[src/inc/spm_pkg.sv]
// constants and types shared by the multi-width serial pin function mux
// assumes a 250 MHz system clock; all pin inputs arrive asynchronously
`default_nettype none
package spm_pkg;
    localparam int unsigned CLK_PERIOD_NS = 4;
    localparam int unsigned T_RP_NS = 100;
    localparam int unsigned RP_CYC_RAW = (T_RP_NS + CLK_PERIOD_NS - 1) / CLK_PERIOD_NS;
    localparam int unsigned RP_CYC = (RP_CYC_RAW < 1) ? 1 : RP_CYC_RAW;

    localparam int unsigned CFG1_QUAD_BIT = 1;
    localparam int unsigned CFG2_FOUR_WIRE_BIT = 3;
    localparam int unsigned CFG2_RST_EN_BIT = 7;
    localparam int unsigned STAT1_PROTECT0_BIT = 7;

    // synchronised pin vector layout
    localparam int unsigned PIN_W = 7;
    localparam int unsigned PIN_SCK = 4;
    localparam int unsigned PIN_CS_N = 5;
    localparam int unsigned PIN_RST_N = 6;
    localparam logic [PIN_W-1:0] PIN_IDLE = 7'h6F;

    localparam logic [3:0] OE_SINGLE = 4'h2;
    localparam logic [3:0] OE_DUAL = 4'h3;
    localparam logic [3:0] OE_QUAD = 4'hF;

    typedef enum logic [1:0] {
        SPM_W_SINGLE = 2'h0,
        SPM_W_DUAL = 2'h1,
        SPM_W_QUAD = 2'h2
    } spm_width_t;

    typedef enum logic [2:0] {
        SPM_ST_RESET = 3'h1,
        SPM_ST_STANDBY = 3'h2,
        SPM_ST_ACTIVE = 3'h4
    } spm_state_t;
endpackage
`default_nettype wire

[src/rtl/spm_sync.sv]
// three-stage synchroniser with agreement filter on stages two and three
// assumes async_in is quasi-static relative to the 4 ns clock
`default_nettype none
module spm_sync #(
    parameter int unsigned W = 1,
    parameter logic [W-1:0] RST_VAL = '0
) (
    input wire logic clock,
    input wire logic sys_rst,
    input wire logic [W-1:0] async_in,
    output logic [W-1:0] level
);
    typedef struct packed {
        logic [W-1:0] s1;
        logic [W-1:0] s2;
        logic [W-1:0] s3;
        logic [W-1:0] lvl;
    } spm_sync_st_t;

    spm_sync_st_t st_ff;
    spm_sync_st_t nxt_st;

    always_comb begin
        nxt_st = st_ff;
        nxt_st.s1 = async_in;
        nxt_st.s2 = st_ff.s1;
        nxt_st.s3 = st_ff.s2;
        for (int i = 0; i < int'(W); i++) begin
            if (st_ff.s2[i] == st_ff.s3[i]) begin
                nxt_st.lvl[i] = st_ff.s3[i];
            end
        end
    end

    always_ff @(posedge clock) begin
        if (sys_rst) begin
            st_ff <= {RST_VAL, RST_VAL, RST_VAL, RST_VAL};
        end else begin
            st_ff <= nxt_st;
        end
    end

    assign level = st_ff.lvl;
endmodule
`default_nettype wire

[src/rtl/spm_pin_mux.sv]
// pin function mux for a multi-width serial flash interface, device side
// assumes a command decoder supplies width and transmit data; pins come in async
//
// Summary of operation
// - reset pin held low aborts activity, reinitialises, returns to standby.
// - line 0 is serial input in single mode, data line 0 otherwise.
// - line 1 is serial output in single mode, data line 1 otherwise.
// - line 2 is write-protect input unless quad enable or four-wire mode, then data line 2.
// - line 3 is data line 3 while selected and quad or four-wire mode set.
// - inputs captured on rising clock edge; outputs change after falling edge.
// - deselected: inputs ignored, outputs released; select edge needed after reset.
// - line 3 reset needs select high and line low for reset pulse time.
// - write-protect low with protect bit set silently blocks register writes.
`default_nettype none
module spm_pin_mux
    import spm_pkg::*;
#(
    parameter int unsigned RP_CYCLES = RP_CYC
) (
    input wire logic clock,
    input wire logic sys_rst,
    input wire logic reset_pin_n,
    input wire logic serial_clock,
    input wire logic chip_select_n,
    input wire logic data_line_0_in,
    output logic data_line_0_out,
    output logic data_line_0_oe,
    input wire logic data_line_1_in,
    output logic data_line_1_out,
    output logic data_line_1_oe,
    input wire logic data_line_2_in,
    output logic data_line_2_out,
    output logic data_line_2_oe,
    input wire logic data_line_3_in,
    output logic data_line_3_out,
    output logic data_line_3_oe,
    input wire logic [7:0] config1_volatile,
    input wire logic [7:0] config2_volatile,
    input wire logic [7:0] status1_nonvolatile,
    input wire logic [1:0] xfer_width,
    input wire logic tx_enable,
    input wire logic [3:0] tx_bits,
    output logic [3:0] rx_bits,
    output logic rx_valid,
    output logic write_regs_blocked,
    output logic device_reset,
    output logic standby,
    output logic line3_reset_role
);
    localparam int unsigned CNT_W = $clog2(RP_CYCLES + 1);
    localparam logic [CNT_W-1:0] CNT_MAX = CNT_W'(RP_CYCLES);

    typedef struct packed {
        spm_state_t state;
        logic sck_prev;
        logic armed;
        logic [CNT_W-1:0] rp_cnt;
        logic [3:0] rx_bits;
        logic rx_valid;
        logic [3:0] dl_out;
        logic [3:0] dl_oe;
        logic wp_block;
        logic dev_reset;
        logic standby;
        logic io3_rst_role;
    } spm_st_t;

    localparam spm_st_t ST_RST = '{
        state: SPM_ST_RESET, sck_prev: 1'b0, armed: 1'b0, rp_cnt: '0,
        rx_bits: 4'h0, rx_valid: 1'b0, dl_out: 4'h0, dl_oe: 4'h0,
        wp_block: 1'b0, dev_reset: 1'b1, standby: 1'b0, io3_rst_role: 1'b0
    };

    spm_st_t st_ff;
    spm_st_t nxt_st;
    logic [PIN_W-1:0] pins;

    spm_sync #(
        .W(PIN_W),
        .RST_VAL(PIN_IDLE)
    ) u_sync (
        .clock(clock),
        .sys_rst(sys_rst),
        .async_in({reset_pin_n, chip_select_n, serial_clock, data_line_3_in,
                   data_line_2_in, data_line_1_in, data_line_0_in}),
        .level(pins)
    );

    // lines sampled as data for the current width
    function automatic logic [3:0] rx_map(input logic [1:0] w, input logic four, input logic [3:0] d);
        logic [3:0] r;
        r = 4'h0;
        unique case (w)
            SPM_W_DUAL: r = {2'h0, d[1:0]};
            SPM_W_QUAD: r = four ? d : {2'h0, d[1:0]};
            default: r = {3'h0, d[0]};
        endcase
        return r;
    endfunction

    // drive enables and levels for the current width
    function automatic logic [7:0] tx_map(input logic [1:0] w, input logic four, input logic [3:0] t);
        logic [7:0] r;
        r = 8'h00;
        unique case (w)
            SPM_W_DUAL: r = {OE_DUAL, 2'h0, t[1:0]};
            SPM_W_QUAD: r = four ? {OE_QUAD, t} : {OE_DUAL, 2'h0, t[1:0]};
            default: r = {OE_SINGLE, 2'h0, t[0], 1'b0};
        endcase
        return r;
    endfunction

    logic cs_high;
    logic sck_now;
    logic [3:0] dl;
    logic quad_on;
    logic four_on;
    logic io3_role;
    logic rst_req;
    logic sck_rise;
    logic sck_fall;
    logic [7:0] tx_sel;

    always_comb begin
        cs_high = pins[PIN_CS_N];
        sck_now = pins[PIN_SCK];
        dl = pins[3:0];
        quad_on = config1_volatile[CFG1_QUAD_BIT];
        four_on = quad_on | config2_volatile[CFG2_FOUR_WIRE_BIT];
        io3_role = config2_volatile[CFG2_RST_EN_BIT] & (~four_on | cs_high);
        rst_req = ~pins[PIN_RST_N] | (io3_role & cs_high & ~dl[3]);
        sck_rise = sck_now & ~st_ff.sck_prev;
        sck_fall = ~sck_now & st_ff.sck_prev;
        tx_sel = tx_map(xfer_width, four_on, tx_bits);

        nxt_st = st_ff;
        nxt_st.sck_prev = sck_now;
        nxt_st.rx_valid = 1'b0;
        nxt_st.io3_rst_role = io3_role;
        // write-protect only meaningful while line 2 is not a data line
        nxt_st.wp_block = ~dl[2] & status1_nonvolatile[STAT1_PROTECT0_BIT] & ~four_on;

        // low time qualification for both reset sources
        if (!rst_req) begin
            nxt_st.rp_cnt = '0;
        end else if (st_ff.rp_cnt != CNT_MAX) begin
            nxt_st.rp_cnt = st_ff.rp_cnt + CNT_W'(1);
        end

        unique case (st_ff.state)
            SPM_ST_RESET: begin
                nxt_st.dl_oe = 4'h0;
                nxt_st.armed = 1'b0;
                if (!rst_req) begin
                    nxt_st.state = SPM_ST_STANDBY;
                end
            end
            SPM_ST_STANDBY: begin
                nxt_st.dl_oe = 4'h0;
                if (cs_high) begin
                    nxt_st.armed = 1'b1;
                end else if (st_ff.armed) begin
                    nxt_st.state = SPM_ST_ACTIVE;
                end
            end
            SPM_ST_ACTIVE: begin
                if (cs_high) begin
                    nxt_st.state = SPM_ST_STANDBY;
                    nxt_st.dl_oe = 4'h0;
                end else begin
                    if (sck_rise) begin
                        nxt_st.rx_bits = rx_map(xfer_width, four_on, dl);
                        nxt_st.rx_valid = 1'b1;
                    end
                    if (sck_fall) begin
                        nxt_st.dl_out = tx_sel[3:0];
                        nxt_st.dl_oe = tx_enable ? tx_sel[7:4] : 4'h0;
                    end
                end
            end
            default: begin
                nxt_st.state = SPM_ST_RESET;
                nxt_st.dl_oe = 4'h0;
            end
        endcase

        // drop drivers that a width or mode change has taken away
        nxt_st.dl_oe = nxt_st.dl_oe & tx_sel[7:4];

        if (rst_req && st_ff.rp_cnt == CNT_MAX) begin
            nxt_st.state = SPM_ST_RESET;
            nxt_st.dl_oe = 4'h0;
            nxt_st.armed = 1'b0;
        end

        nxt_st.dev_reset = (nxt_st.state == SPM_ST_RESET);
        nxt_st.standby = (nxt_st.state == SPM_ST_STANDBY);
    end

    always_ff @(posedge clock) begin
        if (sys_rst) begin
            st_ff <= ST_RST;
        end else begin
            st_ff <= nxt_st;
        end
    end

    assign data_line_0_out = st_ff.dl_out[0];
    assign data_line_0_oe = st_ff.dl_oe[0];
    assign data_line_1_out = st_ff.dl_out[1];
    assign data_line_1_oe = st_ff.dl_oe[1];
    assign data_line_2_out = st_ff.dl_out[2];
    assign data_line_2_oe = st_ff.dl_oe[2];
    assign data_line_3_out = st_ff.dl_out[3];
    assign data_line_3_oe = st_ff.dl_oe[3];
    assign rx_bits = st_ff.rx_bits;
    assign rx_valid = st_ff.rx_valid;
    assign write_regs_blocked = st_ff.wp_block;
    assign device_reset = st_ff.dev_reset;
    assign standby = st_ff.standby;
    assign line3_reset_role = st_ff.io3_rst_role;
endmodule
`default_nettype wire

[config.mk]
export PLATFORM = sky130hd
export DESIGN_NAME = spm_pin_mux
export DESIGN_NICKNAME = d
export VERILOG_FILES = /design/src/inc/spm_pkg.sv /design/src/rtl/spm_sync.sv /design/src/rtl/spm_pin_mux.sv
export SDC_FILE = /design/constraint.sdc
export NUM_CORES = 1
export LEC_CHECK = 0
export BUFFER_PORTS_ARGS = -buffer_cell sky130_fd_sc_hd__buf_2
export CAP_MARGIN = 20
export CELL_PAD_IN_SITES_DETAIL_PLACEMENT = 0
export CELL_PAD_IN_SITES_GLOBAL_PLACEMENT = 2
export CORE_MARGIN = 2
export CORE_UTILIZATION = 27
export DETAILED_ROUTE_END_ITERATION = 10
export PLACE_DENSITY_LB_ADDON = 0.15
export SYNTH_ARGS = -nofsm -noshare
export SYNTH_HDL_FRONTEND = slang
export SYNTH_SLANG_ARGS = --single-unit
[constraint.sdc]
create_clock -name clock -period 1.7 [get_ports clock]
set_input_delay 0.17 -clock clock [delete_from_list [all_inputs] [get_ports clock]]
set_output_delay 0.17 -clock clock [all_outputs]
set_load 0.02 [all_outputs]
# After elaboration in Yosys (flattened, before gate mapping)
# Index checks and enable logic that the tools add are counted.
word_totals:
  inputBits: 40
  register_bits: 55
  wordCells: 85
op_classes:
  n_reduce_logical: 8
  mux: 17
  add_sub_neg: 1
  n_eq_ne: 17
  bitwise: 20
op_table:
  columns: ["op", "n"]
  rows:
  - ["$mux W4", 5]
  - ["$pmux W8 S2", 1]
  - ["$mux W3", 5]
  - ["$not A1 Y1", 9]
  - ["$pmux W3 S3", 1]
  - ["$mux W8", 1]
  - ["$pmux W4 S2", 1]
  - ["$and A1 B1 Y1", 7]
  - ["$eq A1 B1 Y1", 7]
  - ["$eq A3 B1 Y1 const B", 2]
  - ["$eq A3 B2 Y1 const B", 2]
  - ["$reduce_and A3 Y1", 2]
  - ["$add A5 B1 Y5 const B", 1]
  - ["$eq A5 B5 Y1 const B", 1]
  - ["$ne A5 B5 Y1 const B", 1]
  - ["$and A4 B4 Y4", 1]
  - ["$reduce_or A2 Y1", 2]
  - ["$eq A3 B3 Y1 const B", 1]
  - ["$or A1 B1 Y1", 3]
  - ["$reduce_or A3 Y1", 1]
  - ["$eq A2 B1 Y1 const B", 1]
  - ["$eq A2 B2 Y1 const B", 1]
  - ["$mux W1", 2]
  - ["$ne A2 B1 Y1 const B", 1]
  - ["4 further kinds", 4]

# Logic depth before layout (Yosys ltp)
# Gate-level depths: netlist (run 1).
depth:
  word_depth: 11
  depth_mapped: 6

# Hierarchy
# A second synthesis (run 1) with hierarchy kept.
hier_totals:
  cells_unflattened: 213
  area_unflattened_um2: 2058.2
modules_own_cells:
  columns: ["module", "area_per_inst_um2", "n_inst", "cells_each", "seq_area_each_um2"]
  rows:
  - ["spm_pin_mux", 1179.9, 1, 134, 540.5]
  - ["spm_sync", 878.3, 1, 79, 560.5]

# Worst setup path before layout (run 1)
# Ideal clock, no wire load.
synth_path:
  kind: "flip-flop to flip-flop"
  start: "register u_sync.st_ff (netlist bit u_sync.level[5])"
  end: "register st_ff (netlist bit rx_bits[0])"
  period_less_slack_ns: 1.659
  arrival_time_ns: 1.527
  setup_time_ns: 0.132
  path_stages_with_launch: 5
  path_slack_ns: 0.041
  cell_sequence: "dfxtp_1 or4b_4 or3b_2 nand2_1 a21oi_1"
synth_via:
  elab_chain_len: 2
synth_lines:
  columns: ["item", "line", "source"]
  rows:
  - ["start: declaration", "spm_sync.sv:20", "spm_sync_st_t st_ff;"]
  - ["start signal: assignment", "spm_sync.sv:37", "st_ff <= {RST_VAL, RST_VAL, RST_VAL, RST_VAL};"]
  - ["start signal: assignment", "spm_sync.sv:39", "st_ff <= nxt_st;"]
  - ["$not A1 Y1 (no line)", null, null]
  - ["$reduce_and A3 Y1 (no line)", null, null]
  - ["end signal: assignment", "spm_pin_mux.sv:204", "st_ff <= nxt_st;"]
  - ["end: declaration", "spm_pin_mux.sv:74", "spm_st_t st_ff;"]
# No other way between the ends.
# A chain may end at the register's enable or synchronous reset.

# Final worst setup path (run 1)
layout_path:
  start: "register u_sync.st_ff (netlist bit u_sync.level[5])"
  end: "register st_ff (netlist bit rx_bits[3])"
# The elaborated chain is that of the path after synthesis.

==> run_results.csv, run 1 <==
group,metric,value,unit
floorplanning,start_util,0.276,
cells_and_area,final_nets,295,
synth,avgSynthCellArea,9.59,µm²
cells_and_area,final_util,0.341,
global_routing,grt_antenna_before_repair,0,
cells_and_area,filler_cell_count,773,
clock_tree,clk_pin_slew,110,ps
power,intPower,0.00171,W
floorplanning,core,0.00714,mm²
setup_path,crit_chain,"or4b_4, buf_6, nor3b_2, buf_4, nand4b_1, a21oi_2",
timing,hold_viol,0,
global_routing,grt_pass1_vias,1369,
power,powerDensity,938,mW/mm²
global_routing,grt_max_degree,22,
setup_path,slowest_delay,560,ps
timing,hold_ws,28.4,ps
floorplanning,die_h,89.4,µm
synth,synth_top_area_share,0.560,
synth,yosys_warnings,0,
setup_path,critPathKind,"reg -> reg",
power,swShare,0.249,
timing,grt_setup_unrepaired,"yes",
synth,syn-num-nets,249,
setup_path,end_kind,"flip-flop",
timing,worst_pin_slew,485,ps
timing,slew_viol_final,0,
floorplanning,chipWidth,89.4,µm
cells_and_area,design_area,0.00243,mm²
drt,post_drt_wl_per_cell,10.8,µm
synth,yosys_most_used_dff,"dfxtp_1",
clock_tree,h-tree-depth,2,
setup_path,crit_fanout,4,
timing,max_freq,614,MHz
clock_tree,cts_setup_buffers,0,
global_routing,grt_pass1_wl,6360,µm
power,p_switching,0.000567,W
clock_tree,cts_sinks,55,
floorplanning,dieArea,0.00798,mm²
synth,synth_async_sr_flop_share,0,
place,place_ws,15.2,ps
synth,netlist_area,0.00197,mm²
power,pwr-share-comb,0.072,
clock_tree,root_buffer,"clkbuf_8",
timing,finalClockSkew,9.60,ps
power,seqPwrFrac,0.589,
floorplanning,rows,31,
run,max_cap_violations,0,
clock_tree,cts_tree,"built",
power,power,0.00228,W
setup_path,startpoint_type,"flip-flop",
drt,route.detailed.drc,0,
synth,yosysTopAreaCell,"dfxtp_1",
clock_tree,ctsHoldBuffers,0,
synth,synth_area_leaders,"dfxtp_1, or2_2, a21oi_1",
drt,vias_per_cell,4.11,
cells_and_area,drive_gt1_frac,0.321,
place,placed_area,0.00231,mm²
drt,ant_nets,0,
clock_tree,clock_path_buffers,2,
floorplanning,ios,57,
global_routing,grt_usage,0.105,
clock_tree,clk_latency,310,ps
power,peakVddDrop,0.286,mV
synth,synth_cells,205,
synth,yosys.cell_types.count,31,
power,power_leakage,0.992,nW
place,gp_congestion,0.726,
power,clockPowerShare,0.339,
cells_and_area,multi_input_area,820,µm²
setup_path,arrival,1890,ps
outcome,status,"finished, final reports clean",
min_path,hold_path_class,"in -> reg",
cells_and_area,syn_to_final_growth,23.6,%
drt,via_count,1444,
place,place_hpwl,2700,µm
synth,synth_enable_flop_cells,0,
drt,drt-total-wl,3800,µm
setup_path,cp_data_required_time,1960,ps
timing,fin_crit_sh,0.958,
timing,slew_headroom,0.677,
drt,first_pass_iters,3,
timing,setup_violations,0,
setup_path,cp_slowest_cell,"or4b_4",
global_routing,grt-ovfl-total,0,
cells_and_area,regArea,0.00110,mm²
synth,synth_seq_area_share,0.560,
clock_tree,cts_buffers,5,
drt,first_iter_violations,79,
timing,fin_crit,1630,ps
place,port_buffers,36,
cells_and_area,num_antenna_cells,0,
synth,ys_ff_latch,55,
timing,finalWorstSetupSlack,72.0,ps
placed cells by master, fill, tap and decap left out, drive strengths merged, types with 4 or more instances in the layout:
master / instances
dfxtp: 55
buf: 48
nor2: 24
or2: 18
a21oi: 18
nand2: 15
nand3: 7
o21bai: 7
nand2b: 6
inv: 6
nor2b: 5
clkbuf: 5
ha: 4
cell families (layout without fill, tap and decap cells):
group,Yosys count,in the layout,share of synthesized area
XOR/XNOR,5,5,0.0223
buffers and inverters,13,60,0.0324
flip-flops,55,55,0.560
AO/OA/AOI/OAI,36,36,0.111
adder cells (fa/ha/maj),4,4,0.0254
AND/OR/NAND/NOR,92,92,0.249
cell usage after synthesis (4+ instances only):
master	count
inv_1	4
nand2_1	15
nor2b_1	5
a21oi_1	18
ha_1	4
nor2_1	24
buf_4	4
nand2b_1	6
dfxtp_1	55
o21bai_1	7
or2_2	18
clkbuf_1	4
nand3_1	7
worst paths after layout:
| path | startpoint | to | slack [ps] | cells past startpoint |
|---|---|---|---|---|
| worst max-delay path | u_sync.level[5]$_SDFFE_PP1N_ | rx_bits[3]$_SDFFE_PP0P_ | 70 | 6 |
| worst min-delay path | data_line_2_in | u_sync.nxt_st[16]$_SDFF_PP1_ | 30 | 2 |
| worst max register to register | u_sync.level[5]$_SDFFE_PP1N_ | rx_bits[3]$_SDFFE_PP0P_ | 70 | 6 |
| worst min register to register | u_sync.nxt_st[20]$_SDFF_PP1_ | u_sync.nxt_st[13]$_SDFF_PP1_ | 420 | 1 |
per-stage QoR:
stage | TNS, ps | instances
after floorplan | 0 | 205
after global placement | 0 | 343
after detailed placement | 0 | 343
after CTS | 0 | 351
after global routing | -62.1 | 351
final | 0 | 351
worst max-delay path: cells and delay by family (launching register included):
family / cells / cell delay (ps)
compound gates: 1 / 130
buf+inv: 2 / 290
flops: 1 / 340
simple gates: 3 / 820
power by group through the flow:
stage,registers [W],logic (W),clock network [W]
after global routing,0.00135,0.000185,0.000865
after detailed placement,0.00137,0.000166,0
after CTS,0.00134,0.000167,0.000814
after global placement,0.00137,0.000167,0
final,0.00134,0.000164,0.000773
after floorplan,0.00139,0.0000808,0
sequential cells by signal, summed over array words and instances (netlist names), 4 cells and up:
signal,flops
u_sync.level,7
rx_bits,4
u_sync.nxt_st,14
u_sync.st_ff,7
st_ff,10
per-layer routing:
metal	track usage	wire, µm
met1	0.143	1940
met2	0.154	1630
met3	0.0332	184
met4	0.0407	45
met5	0	0
final cells by class:
class	instances	share of cell area
Tap cell	99	0.0510
Sequential cell	55	0.453
Multi-Input combinational cell	137	0.337
Clock inverter	3	0.0113
Timing Repair Buffer	48	0.113
Inverter	4	0.00618
Clock buffer	5	0.0283
what timing repair did:
item	4_1_cts	5_1_grt
pin swaps	0	2
gates resized for setup	2	4
setup endpoints to repair	2	6
cloned	0	0
No activity file was read; power rests on OpenSTA's default activity.
==> run 2: changes to the inputs <==
- PLACE_DENSITY: not set -> 0.73
- PLACE_DENSITY_LB_ADDON: 0.15 -> not set
==> run_results.csv, run 2 (synthesis results as in run 1) <==
group,metric,value,unit
cells_and_area,multi_input_area,822,µm²
place,gp_congestion,0.743,
setup_path,cp_slowest_cell,"or4b_4",
cells_and_area,final_cells,349,
global_routing,grt-ovfl-total,0,
setup_path,critPathKind,"reg -> reg",
floorplanning,rows,31,
timing,max_freq,619,MHz
timing,fin_crit,1620,ps
clock_tree,clk_pin_slew,100,ps
floorplanning,start_util,0.276,
global_routing,grt_max_degree,32,
drt,drt-total-wl,3590,µm
floorplanning,chipWidth,89.4,µm
clock_tree,cts_setup_buffers,0,
timing,hold_viol,0,
clock_tree,cts_buffers,5,
place,dp.cells,341,
floorplanning,core,0.00714,mm²
cells_and_area,largest_reg_flops,14,
place,port_buffers,36,
cells_and_area,filler_cell_count,788,
power,power_leakage,0.989,nW
setup_path,cp_top_family,"simple AND/OR/NAND/NOR gates",
place,place_ws,28.5,ps
clock_tree,cts_resized,0,
global_routing,grt_pass1_vias,1259,
cells_and_area,final_common_cell,"dfxtp_1",
cells_and_area,drive_gt1_frac,0.316,
place,place_hpwl,2580,µm
timing,finalClockSkew,9.68,ps
min_path,hold_path_depth,2,
clock_tree,cts_sinks,55,
timing,slew_headroom,0.749,
setup_path,crit_fanout,4,
setup_path,slowest_delay,550,ps
cells_and_area,final_nets,293,
outcome,status,"finished, final reports clean",
clock_tree,cts_tree,"built",
timing,hold_ws,26.5,ps
floorplanning,ios,57,
timing,worst_pin_slew,376,ps
global_routing,grt_pass1_wl,5730,µm
power,peakVddDrop,0.364,mV
clock_tree,h-tree-depth,2,
timing,setup_tns,0,ps
clock_tree,clock_path_buffers,2,
clock_tree,ctsHoldBuffers,0,
setup_path,ff2ff_path_depth,6,
timing,setup_violations,0,
timing,grt_setup_unrepaired,"no",
setup_path,cp_data_required_time,1950,ps
cells_and_area,num_antenna_cells,0,
drt,via_count,1427,
setup_path,worst-path-stages,6,
cells_and_area,regArea,0.00110,mm²
cells_and_area,syn_to_final_growth,23.7,%
setup_path,arrival,1870,ps
timing,fin_crit_sh,0.950,
cells_and_area,final_cell_mix,"dfxtp_1, buf_2, nor2_1, or2_2, a21oi_1",
min_path,hold_path_class,"in -> reg",
drt,post_drt_wl_per_cell,10.3,µm
drt,vias_per_cell,4.09,
drt,ant_nets,0,
drt,route.detailed.drc,0,
setup_path,startpoint_type,"flip-flop",
timing,finalWorstSetupSlack,84.9,ps
setup_path,crit_chain,"or4b_4, buf_4, nor3b_2, buf_4, nand4b_1, a21oi_1",
setup_path,crit_path_frequent_cell,"buf_4",
global_routing,grt_antenna_before_repair,0,
clock_tree,clk_latency,310,ps
clock_tree,root_buffer,"clkbuf_8",
run,max_cap_violations,0,
drt,first_iter_violations,46,
setup_path,end_kind,"flip-flop",
drt,first_pass_iters,4,
timing,slew_viol_final,0,
floorplanning,die_h,89.4,µm
power,powerDensity,981,mW/mm²
global_routing,grt_usage,0.0945,
setup_path,critPathBufInv,2,
floorplanning,dieArea,0.00798,mm²
[run 2: cell types whose count changed in the layout (fill, tap and decap cells not counted), sizes merged]
cell | before | now
bufinv | 0 | 1
buf | 48 | 46
inv | 6 | 5
[run 2: cell type report]
type | instances | area share
clock buffer | 5 | 0.0283
clock inverter | 3 | 0.0190
multi-input combinational | 137 | 0.338
inverter | 4 | 0.00617
timing repair buffer | 46 | 0.105
tap | 99 | 0.0509
sequential | 55 | 0.453
[run 2: worst register-to-register path, stage by stage, from the launching register on]
cell	delay, ps
dfxtp_1	330
or4b_4	550
buf_4	160
nor3b_2	150
buf_4	150
nand4b_1	80
a21oi_1	130
[run 2: worst paths after layout]
check,end,slack (ps),startpoint
setup / recovery,rx_bits[3]$_SDFFE_PP0P_,80,u_sync.level[5]$_SDFFE_PP1N_
hold reg to reg,u_sync.nxt_st[8]$_SDFF_PP1_,420,u_sync.nxt_st[15]$_SDFF_PP1_
hold / removal,u_sync.nxt_st[17]$_SDFF_PP1_,30,data_line_3_in
setup reg to reg,rx_bits[3]$_SDFFE_PP0P_,80,u_sync.level[5]$_SDFFE_PP1N_
[run 2: report_power, final]
part	internal [W]	switching, W	total, W
clock	0.000444	0.000437	0.000881
sequential	0.00133	0.0000147	0.00134
combinational	0.0000792	0.0000844	0.000164
[run 2: layer usage]
layer  global-route usage  routed length (µm)  vias up
met2                0.135                1420       36
met4               0.0448                  72        0
met5                    0                   0        -
met3               0.0332                 223        5
met1                0.127                1880      621
li1                     -                   -      765
[run 2: through the flow]
step	utilization	total power (W)	area, µm²
2_1_floorplan	-	0.00147	1970
3_3_place_gp	0.322	0.00154	2300
3_5_place_dp	0.322	0.00153	2300
4_1_cts	0.338	0.00243	2410
5_1_grt	0.341	0.00250	2430
6_report	0.341	0.00239	2430
